File: src/verilog/rim_pkg.sv
// ==========================================================================
// Register map constants
package rim_pkg;

  // APB byte addresses: printed offsets are not all multiples of four,
  // so each printed offset is an index and the byte address is index*4
  localparam logic [7:0] IDX_INDIRECT_DATA_PORT   = 8'h00;
  localparam logic [7:0] IDX_TMR    = 8'h01;
  localparam logic [7:0] IDX_PCL    = 8'h02;
  localparam logic [7:0] IDX_STAT   = 8'h03;
  localparam logic [7:0] IDX_PTR    = 8'h04;
  localparam logic [7:0] IDX_PA     = 8'h05;
  localparam logic [7:0] IDX_PB     = 8'h06;
  localparam logic [7:0] IDX_PC     = 8'h07;
  localparam logic [7:0] IDX_PD     = 8'h08;
  localparam logic [7:0] IDX_PE     = 8'h09;
  localparam logic [7:0] IDX_PCH    = 8'h0A;
  localparam logic [7:0] IDX_IRQ    = 8'h0B;
  localparam logic [7:0] IDX_PIRF   = 8'h0C;
  localparam logic [7:0] IDX_CMP    = 8'h1F;
  localparam logic [7:0] IDX_OPT    = 8'h81;
  localparam logic [7:0] IDX_DA     = 8'h85;
  localparam logic [7:0] IDX_DB     = 8'h86;
  localparam logic [7:0] IDX_DC     = 8'h87;
  localparam logic [7:0] IDX_DD     = 8'h88;
  localparam logic [7:0] IDX_DE     = 8'h89;
  localparam logic [7:0] IDX_PIEN   = 8'h8C;
  localparam logic [7:0] IDX_PWR    = 8'h8E;
  localparam logic [7:0] IDX_VREF   = 8'h9F;
  // Own registers: accumulator, wake control, wake status
  localparam logic [7:0] IDX_ACC    = 8'hC0;
  localparam logic [7:0] IDX_WAKE   = 8'hC1;
  localparam logic [7:0] IDX_WST    = 8'hC2;

  // Reset values and implemented-bit masks
  localparam logic [7:0] RST_ZERO   = 8'h00;
  localparam logic [7:0] RST_ONES   = 8'hFF;
  localparam logic [7:0] RST_DE     = 8'h07;
  localparam logic [7:0] MSK_6      = 8'h3F;
  localparam logic [7:0] MSK_5      = 8'h1F;
  localparam logic [7:0] MSK_3      = 8'h07;
  localparam logic [7:0] MSK_2      = 8'h03;
  localparam logic [7:0] MSK_4      = 8'h0F;
  localparam logic [7:0] MSK_DE     = 8'hF7;
  localparam logic [7:0] MSK_VREF   = 8'hEF;
  localparam logic [7:0] IRQ_VECTOR = 8'h04;

  // Field positions
  localparam int STAT_TO   = 4;
  localparam int STAT_PD   = 3;
  localparam int PWR_BO    = 0;
  localparam int PWR_PO    = 1;
  localparam int PWR_PE    = 2;
  localparam int IRQ_GIE   = 7;

  typedef enum logic [2:0] {
    RIM_CAUSE_POR,
    RIM_CAUSE_BOR,
    RIM_CAUSE_PER,
    RIM_CAUSE_MASTER_CLEAR_PIN_RUN,
    RIM_CAUSE_MASTER_CLEAR_PIN_SLEEP,
    RIM_CAUSE_WDT
  } rim_cause_t;

  typedef enum logic [1:0] {
    RIM_ST_RESET,
    RIM_ST_RUN,
    RIM_ST_SLEEP
  } rim_state_t;

  typedef struct packed {
    logic [7:0] irq_bits;
    logic [1:0] periph_bits;
  } rim_wake_src_t;

endpackage : rim_pkg

File: src/verilog/rim_regs.sv
// Summary of operation
// - An interrupt wake with the global enable set loads the pc low byte with the vector.
// - A wake from sleep sets the flag bit of the source that woke the device.
// - Unimplemented bit positions always read as zero.
// - Port D and E data and direction registers exist only with the parallel slave port.
// - A wake keeps all contents except pc, condition status bits and waking flags.
// - Resets clear pc, comparator, reference and peripheral bits, set prescale and directions.
// - Status and power status cause bits follow the actual reset condition.
// - A parity-error reset clears the parity flag, which stays clear until software or a power-on reset sets it.
// - A power-on reset clears the power-on flag; other causes leave it alone.
`timescale 1ns/1ps
`default_nettype none
module rim_regs
  import rim_pkg::*;
#(
  parameter bit HAS_PSP = 1'b1
) (
  input  wire logic          CLK_SYS,
  input  wire logic          RESETN,
  input  wire rim_cause_t    RESET_CAUSE,
  input  wire logic          SLEEP_REQ,
  input  wire rim_wake_src_t WAKE_IRQ,
  input  wire logic          WAKE_WDT,
  input  wire logic          PSEL,
  input  wire logic          PENABLE,
  input  wire logic          PWRITE,
  input  wire logic [9:0]    PADDR,
  input  wire logic [31:0]   PWDATA,
  output logic      [31:0]   PRDATA,
  output logic               PREADY,
  output logic               PSLVERR,
  output logic               SLEEPING,
  output logic [7:0]         DIR_A,
  output logic [7:0]         DIR_B,
  output logic [7:0]         PRESCALE_CFG
);

  // ========================================================================
  // Storage
  logic [7:0] regs_r [0:255];
  logic [7:0] sel_mask;
  logic [7:0] rd_byte;
  logic [7:0] pc_low_r;
  logic [7:0] status_r;
  logic [7:0] power_r;
  logic [7:0] irq_ctl_r;
  logic [7:0] pirf_r;
  rim_state_t state_r;
  logic       ack_r;
  logic [1:0] wake_st_r;
  logic       in_reset_r;

  wire logic [7:0] idx   = PADDR[9:2];
  wire logic       wr_en = PSEL && PENABLE && PWRITE && ack_r;
  wire logic       wake_irq = (state_r == RIM_ST_SLEEP) &&
                              ((|WAKE_IRQ.irq_bits) || (|WAKE_IRQ.periph_bits));
  wire logic       wake_wdt = (state_r == RIM_ST_SLEEP) && WAKE_WDT && !wake_irq;
  // Writes that meet a wake cycle are dropped so the wake column stays exact
  wire logic       wr_ok    = wr_en && (sel_mask != RST_ZERO) && !wake_irq && !wake_wdt;
  wire logic       col_load = in_reset_r && RESETN;

  // ========================================================================
  // Implemented-bit masks
  // One decoder for the addressed index replaces a full table of masks
  always_comb begin
    if (idx == IDX_TMR) begin
      sel_mask = RST_ONES;
    end else if (idx == IDX_PCL) begin
      sel_mask = RST_ONES;
    end else if (idx == IDX_STAT) begin
      sel_mask = RST_ONES;
    end else if (idx == IDX_PTR) begin
      sel_mask = RST_ONES;
    end else if (idx == IDX_PA) begin
      sel_mask = MSK_6;
    end else if (idx == IDX_PB) begin
      sel_mask = RST_ONES;
    end else if (idx == IDX_PC) begin
      sel_mask = RST_ONES;
    end else if (idx == IDX_PD) begin
      sel_mask = HAS_PSP ? RST_ONES : RST_ZERO;
    end else if (idx == IDX_PE) begin
      sel_mask = HAS_PSP ? MSK_3 : RST_ZERO;
    end else if (idx == IDX_PCH) begin
      sel_mask = MSK_5;
    end else if (idx == IDX_IRQ) begin
      sel_mask = RST_ONES;
    end else if (idx == IDX_PIRF) begin
      sel_mask = MSK_2;
    end else if (idx == IDX_CMP) begin
      sel_mask = MSK_6;
    end else if (idx == IDX_OPT) begin
      sel_mask = RST_ONES;
    end else if (idx == IDX_DA) begin
      sel_mask = MSK_6;
    end else if (idx == IDX_DB) begin
      sel_mask = RST_ONES;
    end else if (idx == IDX_DC) begin
      sel_mask = RST_ONES;
    end else if (idx == IDX_DD) begin
      sel_mask = HAS_PSP ? RST_ONES : RST_ZERO;
    end else if (idx == IDX_DE) begin
      sel_mask = HAS_PSP ? MSK_DE : RST_ZERO;
    end else if (idx == IDX_PIEN) begin
      sel_mask = MSK_2;
    end else if (idx == IDX_PWR) begin
      sel_mask = MSK_4;
    end else if (idx == IDX_VREF) begin
      sel_mask = MSK_VREF;
    end else if (idx == IDX_ACC) begin
      sel_mask = RST_ONES;
    end else if (idx == IDX_WAKE) begin
      sel_mask = RST_ONES;
    end else begin
      sel_mask = RST_ZERO;
    end
  end

  // ========================================================================
  // Read selection
  always_comb begin
    if (idx == IDX_PCL) begin
      rd_byte = pc_low_r;
    end else if (idx == IDX_STAT) begin
      rd_byte = status_r;
    end else if (idx == IDX_PWR) begin
      rd_byte = power_r;
    end else if (idx == IDX_IRQ) begin
      rd_byte = irq_ctl_r;
    end else if (idx == IDX_PIRF) begin
      rd_byte = pirf_r;
    end else begin
      rd_byte = regs_r[idx];
    end
  end

  // ========================================================================
  // APB slave: one wait state, unmapped reads zero with error
  always_ff @(posedge CLK_SYS) begin
    if (!RESETN) begin
      ack_r <= 1'b0;
    end else begin
      ack_r <= PSEL && PENABLE && !ack_r;
    end
  end

  assign PREADY = ack_r;

  always_ff @(posedge CLK_SYS) begin
    if (!RESETN) begin
      PRDATA  <= 32'h0000_0000;
      PSLVERR <= 1'b0;
    end else if (PSEL && PENABLE && !ack_r) begin
      PSLVERR <= (idx != IDX_WST) && (sel_mask == RST_ZERO);
      if (idx == IDX_WST) begin
        PRDATA <= {30'h0000_0000, wake_st_r};
      end else begin
        PRDATA <= {24'h00_0000, rd_byte & sel_mask};
      end
    end else begin
      PSLVERR <= 1'b0;
    end
  end

  // ========================================================================
  // Sleep state machine
  always_ff @(posedge CLK_SYS) begin
    if (!RESETN) begin
      state_r <= RIM_ST_RESET;
    end else begin
      case (state_r)
        RIM_ST_RESET: begin
          state_r <= RIM_ST_RUN;
        end
        RIM_ST_RUN: begin
          if (SLEEP_REQ) state_r <= RIM_ST_SLEEP;
        end
        RIM_ST_SLEEP: begin
          if (wake_irq || wake_wdt) state_r <= RIM_ST_RUN;
        end
        default: begin
          state_r <= RIM_ST_RESET;
        end
      endcase
    end
  end

  assign SLEEPING = (state_r == RIM_ST_SLEEP);

  always_ff @(posedge CLK_SYS) begin
    if (!RESETN) begin
      wake_st_r <= 2'b00;
    end else if (wake_irq) begin
      wake_st_r <= 2'b01;
    end else if (wake_wdt) begin
      wake_st_r <= 2'b10;
    end
  end

  // ========================================================================
  // Register contents
  // Reset columns are applied on the first edge after release, because a
  // synchronous reset flop may only load constants; the cause is sampled then
  always_ff @(posedge CLK_SYS) begin
    if (!RESETN) begin
      in_reset_r <= 1'b1;
    end else begin
      in_reset_r <= 1'b0;
    end
  end

  // ========================================================================
  // Plain registers: contents persist through sleep and wake
  always_ff @(posedge CLK_SYS) begin
    if (col_load) begin
      regs_r[IDX_PCH]  <= RST_ZERO;
      regs_r[IDX_CMP]  <= RST_ZERO;
      regs_r[IDX_VREF] <= RST_ZERO;
      regs_r[IDX_PIEN] <= RST_ZERO;
      regs_r[IDX_OPT]  <= RST_ONES;
      regs_r[IDX_DA]   <= RST_ONES;
      regs_r[IDX_DB]   <= RST_ONES;
      regs_r[IDX_DC]   <= RST_ONES;
      regs_r[IDX_DD]   <= RST_ONES;
      regs_r[IDX_DE]   <= RST_DE;
      regs_r[IDX_PA]   <= regs_r[IDX_PA] & ~MSK_4;
    end else if (wr_ok) begin
      regs_r[idx] <= PWDATA[7:0] & sel_mask;
    end
  end

  // ========================================================================
  // Program counter low byte
  always_ff @(posedge CLK_SYS) begin
    if (col_load) begin
      pc_low_r <= RST_ZERO;
    end else if (wake_irq) begin
      if (irq_ctl_r[IRQ_GIE]) begin
        pc_low_r <= IRQ_VECTOR;
      end else begin
        pc_low_r <= pc_low_r + 8'h01;
      end
    end else if (wake_wdt) begin
      pc_low_r <= pc_low_r + 8'h01;
    end else if (wr_ok && idx == IDX_PCL) begin
      pc_low_r <= PWDATA[7:0];
    end
  end

  // ========================================================================
  // Core status: time-out and power-down bits follow the condition
  always_ff @(posedge CLK_SYS) begin
    if (col_load) begin
      case (RESET_CAUSE)
        RIM_CAUSE_POR, RIM_CAUSE_BOR, RIM_CAUSE_PER: begin
          status_r <= {3'h0, 2'b11, status_r[2:0]};
        end
        RIM_CAUSE_MASTER_CLEAR_PIN_SLEEP: begin
          status_r <= {3'h0, 2'b10, status_r[2:0]};
        end
        RIM_CAUSE_WDT: begin
          status_r <= {3'h0, 2'b01, status_r[2:0]};
        end
        default: begin
          status_r <= {3'h0, status_r[4:0]};
        end
      endcase
    end else if (wake_irq) begin
      status_r[STAT_TO] <= 1'b1;
      status_r[STAT_PD] <= 1'b0;
    end else if (wake_wdt) begin
      status_r[STAT_TO] <= 1'b0;
      status_r[STAT_PD] <= 1'b0;
    end else if (wr_ok && idx == IDX_STAT) begin
      status_r <= PWDATA[7:0];
    end
  end

  // ========================================================================
  // Power status: each cause touches only its own flag, except power-on, which also sets the parity flag
  always_ff @(posedge CLK_SYS) begin
    if (col_load) begin
      case (RESET_CAUSE)
        RIM_CAUSE_POR: begin
          power_r[PWR_PO] <= 1'b0;
          power_r[PWR_PE] <= 1'b1;
        end
        RIM_CAUSE_BOR: begin
          power_r[PWR_BO] <= 1'b0;
        end
        RIM_CAUSE_PER: begin
          power_r[PWR_PE] <= 1'b0;
        end
        default: begin
          power_r <= power_r;
        end
      endcase
    end else if (wr_ok && idx == IDX_PWR) begin
      // The parity flag is set here and by a power-on reset, so it stays clear until one of those
      power_r <= PWDATA[7:0] & MSK_4;
    end
  end

  // ========================================================================
  // Interrupt control: waking sources leave their flag set
  always_ff @(posedge CLK_SYS) begin
    if (col_load) begin
      irq_ctl_r <= {7'h00, irq_ctl_r[0]};
    end else if (wake_irq) begin
      irq_ctl_r <= irq_ctl_r | WAKE_IRQ.irq_bits;
    end else if (wr_ok && idx == IDX_IRQ) begin
      irq_ctl_r <= PWDATA[7:0];
    end
  end

  // ========================================================================
  // Peripheral interrupt flags
  always_ff @(posedge CLK_SYS) begin
    if (col_load) begin
      pirf_r <= RST_ZERO;
    end else if (wake_irq) begin
      pirf_r <= pirf_r | {6'h00, WAKE_IRQ.periph_bits};
    end else if (wr_ok && idx == IDX_PIRF) begin
      pirf_r <= PWDATA[7:0] & MSK_2;
    end
  end

  // ========================================================================
  // Outputs
  // Unused direction A bits stay low even while reset is held
  always_ff @(posedge CLK_SYS) begin
    if (!RESETN) begin
      DIR_A <= MSK_6;
    end else begin
      DIR_A <= regs_r[IDX_DA] & MSK_6;
    end
  end

  always_ff @(posedge CLK_SYS) begin
    if (!RESETN) begin
      DIR_B <= RST_ONES;
    end else begin
      DIR_B <= regs_r[IDX_DB];
    end
  end

  always_ff @(posedge CLK_SYS) begin
    if (!RESETN) begin
      PRESCALE_CFG <= RST_ONES;
    end else begin
      PRESCALE_CFG <= regs_r[IDX_OPT];
    end
  end

endmodule : rim_regs
`default_nettype wire

File: config.mk
export PLATFORM = sky130hd
export DESIGN_NAME = rim_regs
export DESIGN_NICKNAME = d
export VERILOG_FILES = /design/src/verilog/rim_pkg.sv /design/src/verilog/rim_regs.sv
export SDC_FILE = /design/constraint.sdc
export NUM_CORES = 2
export LEC_CHECK = 0
export ABC_AREA = 1
export BUFFER_PORTS_ARGS = -buffer_cell sky130_fd_sc_hd__buf_2
export CAP_MARGIN = 20
export CORE_ASPECT_RATIO = 1.1
export CORE_UTILIZATION = 49
export CTS_CLUSTER_DIAMETER = 40
export DETAILED_ROUTE_END_ITERATION = 16
export PLACE_DENSITY_LB_ADDON = 0.1
export REMOVE_ABC_BUFFERS = 1
export SETUP_SLACK_MARGIN = 0.4
export SYNTH_ARGS = -nofsm -noshare
export SYNTH_HDL_FRONTEND = slang
export SYNTH_SLANG_ARGS = --single-unit
File: constraint.sdc
create_clock -name CLK_SYS -period 26.8 [get_ports CLK_SYS]
set_input_delay 4.02 -clock CLK_SYS [delete_from_list [all_inputs] [get_ports CLK_SYS]]
set_output_delay 4.02 -clock CLK_SYS [all_outputs]
set_load 0.02 [all_outputs]
**After elaboration in Yosys (flattened, before gate mapping)**

Memories as Yosys holds them, arrays and structs flattened. A register that Yosys moved wholly into a read port is not among the register bits.
Cells that the tools add are included.
Widths: inputs -> output; s select.

- Eq/ne operators: 41
- Bitwise logic cells: 8
- Add/subtract/negate cells: 1
- Reductions and logical operators: 52
- Mux-type cells: 66

Operators by type and width:

| kind | number |
|---|---|
| $mux 8 | 42 |
| $eq 8x8->1 const B | 12 |
| $eq 8x4->1 const B | 5 |
| $eq 8x3->1 const B | 4 |
| $mux 3 | 6 |
| $reduce_and 2->1 | 9 |
| $logic_and 1x1->1 | 17 |
| $and 8x8->8 | 2 |
| $eq 8x2->1 const B | 2 |
| $reduce_or 8->1 | 2 |
| $pmux 5 s3 | 1 |
| $mux 1 | 11 |
| $ne 2x1->1 const B | 5 |
| $reduce_bool 2->1 | 5 |
| $add 8x1->8 const B | 1 |
| $eq 8x1->1 const B | 1 |
| $eq 8x5->1 const B | 1 |
| $logic_not 8->1 | 1 |
| $mux 2 | 4 |
| $ne 8x8->1 const B | 1 |
| $or 8x2->8 | 1 |
| $or 8x8->8 | 1 |
| $reduce_bool 8->1 | 1 |
| $eq 3x3->1 const B | 2 |
| 21 further kinds | 31 |

- Output and inout port bits: 59
- Bits of input ports: 62
- Bits in writable memories: 2048
- Memories: 1
- Flip-flop bits (word level): 77
- Logic and storage cells: 188

Memories:

| name | depth | width | read ports | clocked after memory_dff | write ports | line | text |
|---|---|---|---|---|---|---|---|
| regs_r | 256 | 8 | 4 | 3 | 11 | rim_regs.sv:40 | `logic [7:0] regs_r [0:255];` |

**Logic depth before layout (Yosys ltp)**

- Depth after elaboration: 34
- Gate-level depth with buffers: 25
- Depth with buffers taken out: 22

**Least setup slack after synthesis**

OpenSTA, ideal clock, no wires.

- Path type: input -> register
- Start point: input port PADDR[7]
- End point: memory regs_r[0][2] (data pin)
- Stages on the path: 15
- Arrival time: 11.416 ns
- Path buffers: 2
- Library setup time: 1.343 ns
- Path slack: 14.041 ns
- Required time: 25.457 ns
- Cells stage by stage: buf_2 nor2_4 inv_4 nor2_4 inv_2 buf_6 nor2_2 nand2_1 inv_1 nor4_1 o311ai_1 nor3_1 nor3_2 inv_2 nor2_1

RTL lines:

| item | line | text |
|---|---|---|
| start, declared | rim_regs.sv:27 | `input wire logic [9:0] PADDR,` |
| end, declared | rim_regs.sv:40 |  |

==> impl_metrics.yaml <==
placement:
  place_congestion: 0.886
  dp_hpwl_um: 97000
  portBuffers: 68
cells_and_area:
  area_growth_pct: 22.6
  drive_gt1_share_pct: 8.31
  layout.nets: 7775
logic_synthesis:
  yosysWarningCount: 0
  yosys_most_used_dff: "edfxtp_1"
  synth-edff-count: 1985
  avgSynthCellArea_um2: 14.0
  synth.distinct_cells: 58
  yosysMostFrequentCell: "edfxtp_1"
  syn_area_mm2: 0.0804
  synthTopCellsByArea: "edfxtp_1 (74%), nand2_1 (5.6%), a22oi_1 (4.7%)"
  synth.largest_area_cell: "edfxtp_1"
  synthCells: 5761
  ys_seq_elements: 2115
  synth_commonest_cells: "edfxtp_1 (1,985), nand2_1 (1,207), a22oi_1 (499)"
  ys_seq_area_share_pct: 77.3
  async_flop_share_pct: 0
  synth_top_area_share_pct: 74.1
global_route:
  antenna_found_initial: 18
  grt_max_degree: 235
  grt_pass1_wl_um: 281000
  grt_pass1_vias: 49100
  track_usage_pct: 22.4
  overflow: 0
detailed_routing:
  detail_route.wirelength_um: 186000
  ant_nets: 0
  drt-wirelength-per-cell_um: 18.5
  viasPerCell: 5.02
  firstDrtPassIters: 8
  drt_iter0_drc: 3991
  vias: 50300
  drcViolationCount: 0
clock_network:
  cts.repair.resized: 0
  path_clk_slew_ns: 0.06
  numCtsBuffers: 274
  clockBufferDepth: 4
  clock-root-buffer: "clkbuf_16"
  insertion_delay_ns: 0.91
  cts.sinks: 2115
  postCtsSetupRepairBufs: 0
  cts_tree: "done"
  htreeDepth: 5
  hold_buffers: 0
floorplan:
  core-area_mm2: 0.163
  start_util_pct: 49.5
  die_h_um: 427
  rows: 155
  die_w_um: 388
  die_area_mm2: 0.166
  io_pins: 121
timing:
  rsz0062_at_grt: "no"
  fmax_ghz: 0.105
  maxSlewHeadroom_pct: 26.1
  hold_ws_ns: 0.425
  finalHoldViolations: 0
  slew_violations: 0
  period_share_pct: 35.6
  finalSetupTns_ns: 0
  fin_crit_ns: 9.53
  setup_violations: 0
  worst_pin_slew_ns: 1.10
  skew_ns: 0.0407
pwr:
  power_density_mw_per_mm2: 77.2
  leakage_uw: 0.0395
  finalPower_uw: 7610
  ir_worst_vdd_mv: 0.0606
min_path:
  hp-class: "reg -> reg"
outcome:
  status: "finished, final reports clean"
critical_path:
  cp-start-kind: "primary input"
  critPathArrivalTime_ns: 10.11
  path_class: "in -> reg"
  crit_required_ns: 27.37
  critPathMaxFanout: 100
  crit_path_end_kind: "flip-flop"
job:
  max_cap_viol_count: 0
-- final timing paths --
path / slack (ns) / cells past startpoint / end / start
setup / recovery: 17.27 / 16 / regs_r[210][2]$_DFFE_PP_ / PADDR[2]
hold / removal: 0.42 / 2 / regs_r[140][3]$_SDFFE_PP0P_ / regs_r[140][3]$_SDFFE_PP0P_
hold reg to reg: 0.42 / 2 / regs_r[140][3]$_SDFFE_PP0P_ / regs_r[140][3]$_SDFFE_PP0P_
setup reg to reg: 21.31 / 12 / regs_r[213][4]$_DFFE_PP_ / state_r[0]$_SDFFE_PN0P_
-- cells in the final DEF (no fill, tap or decap), drive strengths merged, types with 4 or more instances in the layout --
cell,instances
edfxtp,1985
conb,1882
nand2,1213
a22oi,499
o22ai,353
clkbuf,337
nor2,336
o21ai,260
inv,179
buf,151
a21oi,150
dfxtp,130
nand3,98
nand4,77
clkinv,69
a31oi,28
clkinvlp,24
bufinv,22
nor3,17
or2,15
a22o,10
nor4,10
o22a,9
a21o,8
diode,4
xor2,4
a211oi,4
o221ai,4
and3,4
-- through the flow --
stage	setup WS (ns)	instances	instance area, um2	utilization (%)
detailed placement	16.12	9550	89700	55.2
global route	16.85	10000	98600	60.7
finish	17.27	10000	98600	60.7
global placement	16.24	9547	89700	55.2
CTS	17.08	10000	98500	60.6
floorplan	8.17	7284	85900	-
-- state kept, by name, summed over array words and instances (netlist names) --
register      flops
DIR_A             6
DIR_B             8
PRDATA            8
PREADY            1
PRESCALE_CFG      8
PSLVERR           1
in_reset_r        1
irq_ctl_r         8
pc_low_r          8
pirf_r            2
power_r           4
regs_r         2048
state_r           2
status_r          8
wake_st_r         2
-- per-layer routing --
metal / track usage (%) / share of wire [%]
met2: 37.4 / 48
met3: 4.57 / 6.4
met5: 0 / 0.062
met4: 6.91 / 2.5
met1: 29.6 / 43
-- layout make-up --
type,instances,area (um2)
fillers,13400,63900
flip-flops and latches,2115,62200
multi-input cells,5006,23200
clock buffers,336,7440
well taps,2119,2650
clock inverters,131,1340
repair buffers,152,1100
inverters,163,647
diodes,4,10.0
-- where the power goes --
part	leakage [uW]	internal, uW	switching (uW)	total (uW)
registers	0.0211	3710	30.9	3740
clock network	0.00425	2190	1330	3520
logic	0.0142	88.3	264	352
total	0.0395	5980	1630	7610
-- worst max-delay path, cell delays in order --
cell and delay, ns:
buf_2 0.07, buf_4 0.41, buf_4 0.48, nand2_8 0.37, inv_8 0.71, nand2_1 0.41, inv_1 0.39, nor4_1 0.11
o311ai_1 0.09, nor3_1 0.15, nor3_2 0.59, inv_2 0.18, nor2_4 0.34, buf_4 0.55, buf_12 0.31, buf_4 0.68
-- cell families (layout without fill, tap and decap cells) --
| logic type | count (synthesis) | after routing | share of synthesized area, % |
|---|---|---|---|
| xor gates and xnor gates | 6 | 6 | 0.0653 |
| adders and majority gates | 1 | 1 | 0.0156 |
| other | 1 | 1886 | 0.00466 |
| AOI/OAI and AO/OA | 1344 | 1344 | 10.7 |
| and+or+nand+nor | 1773 | 1773 | 9.04 |
| DFF | 2115 | 2115 | 77.3 |
| buffers and inverters | 521 | 782 | 2.80 |
(Power assumes the default switching activity.)
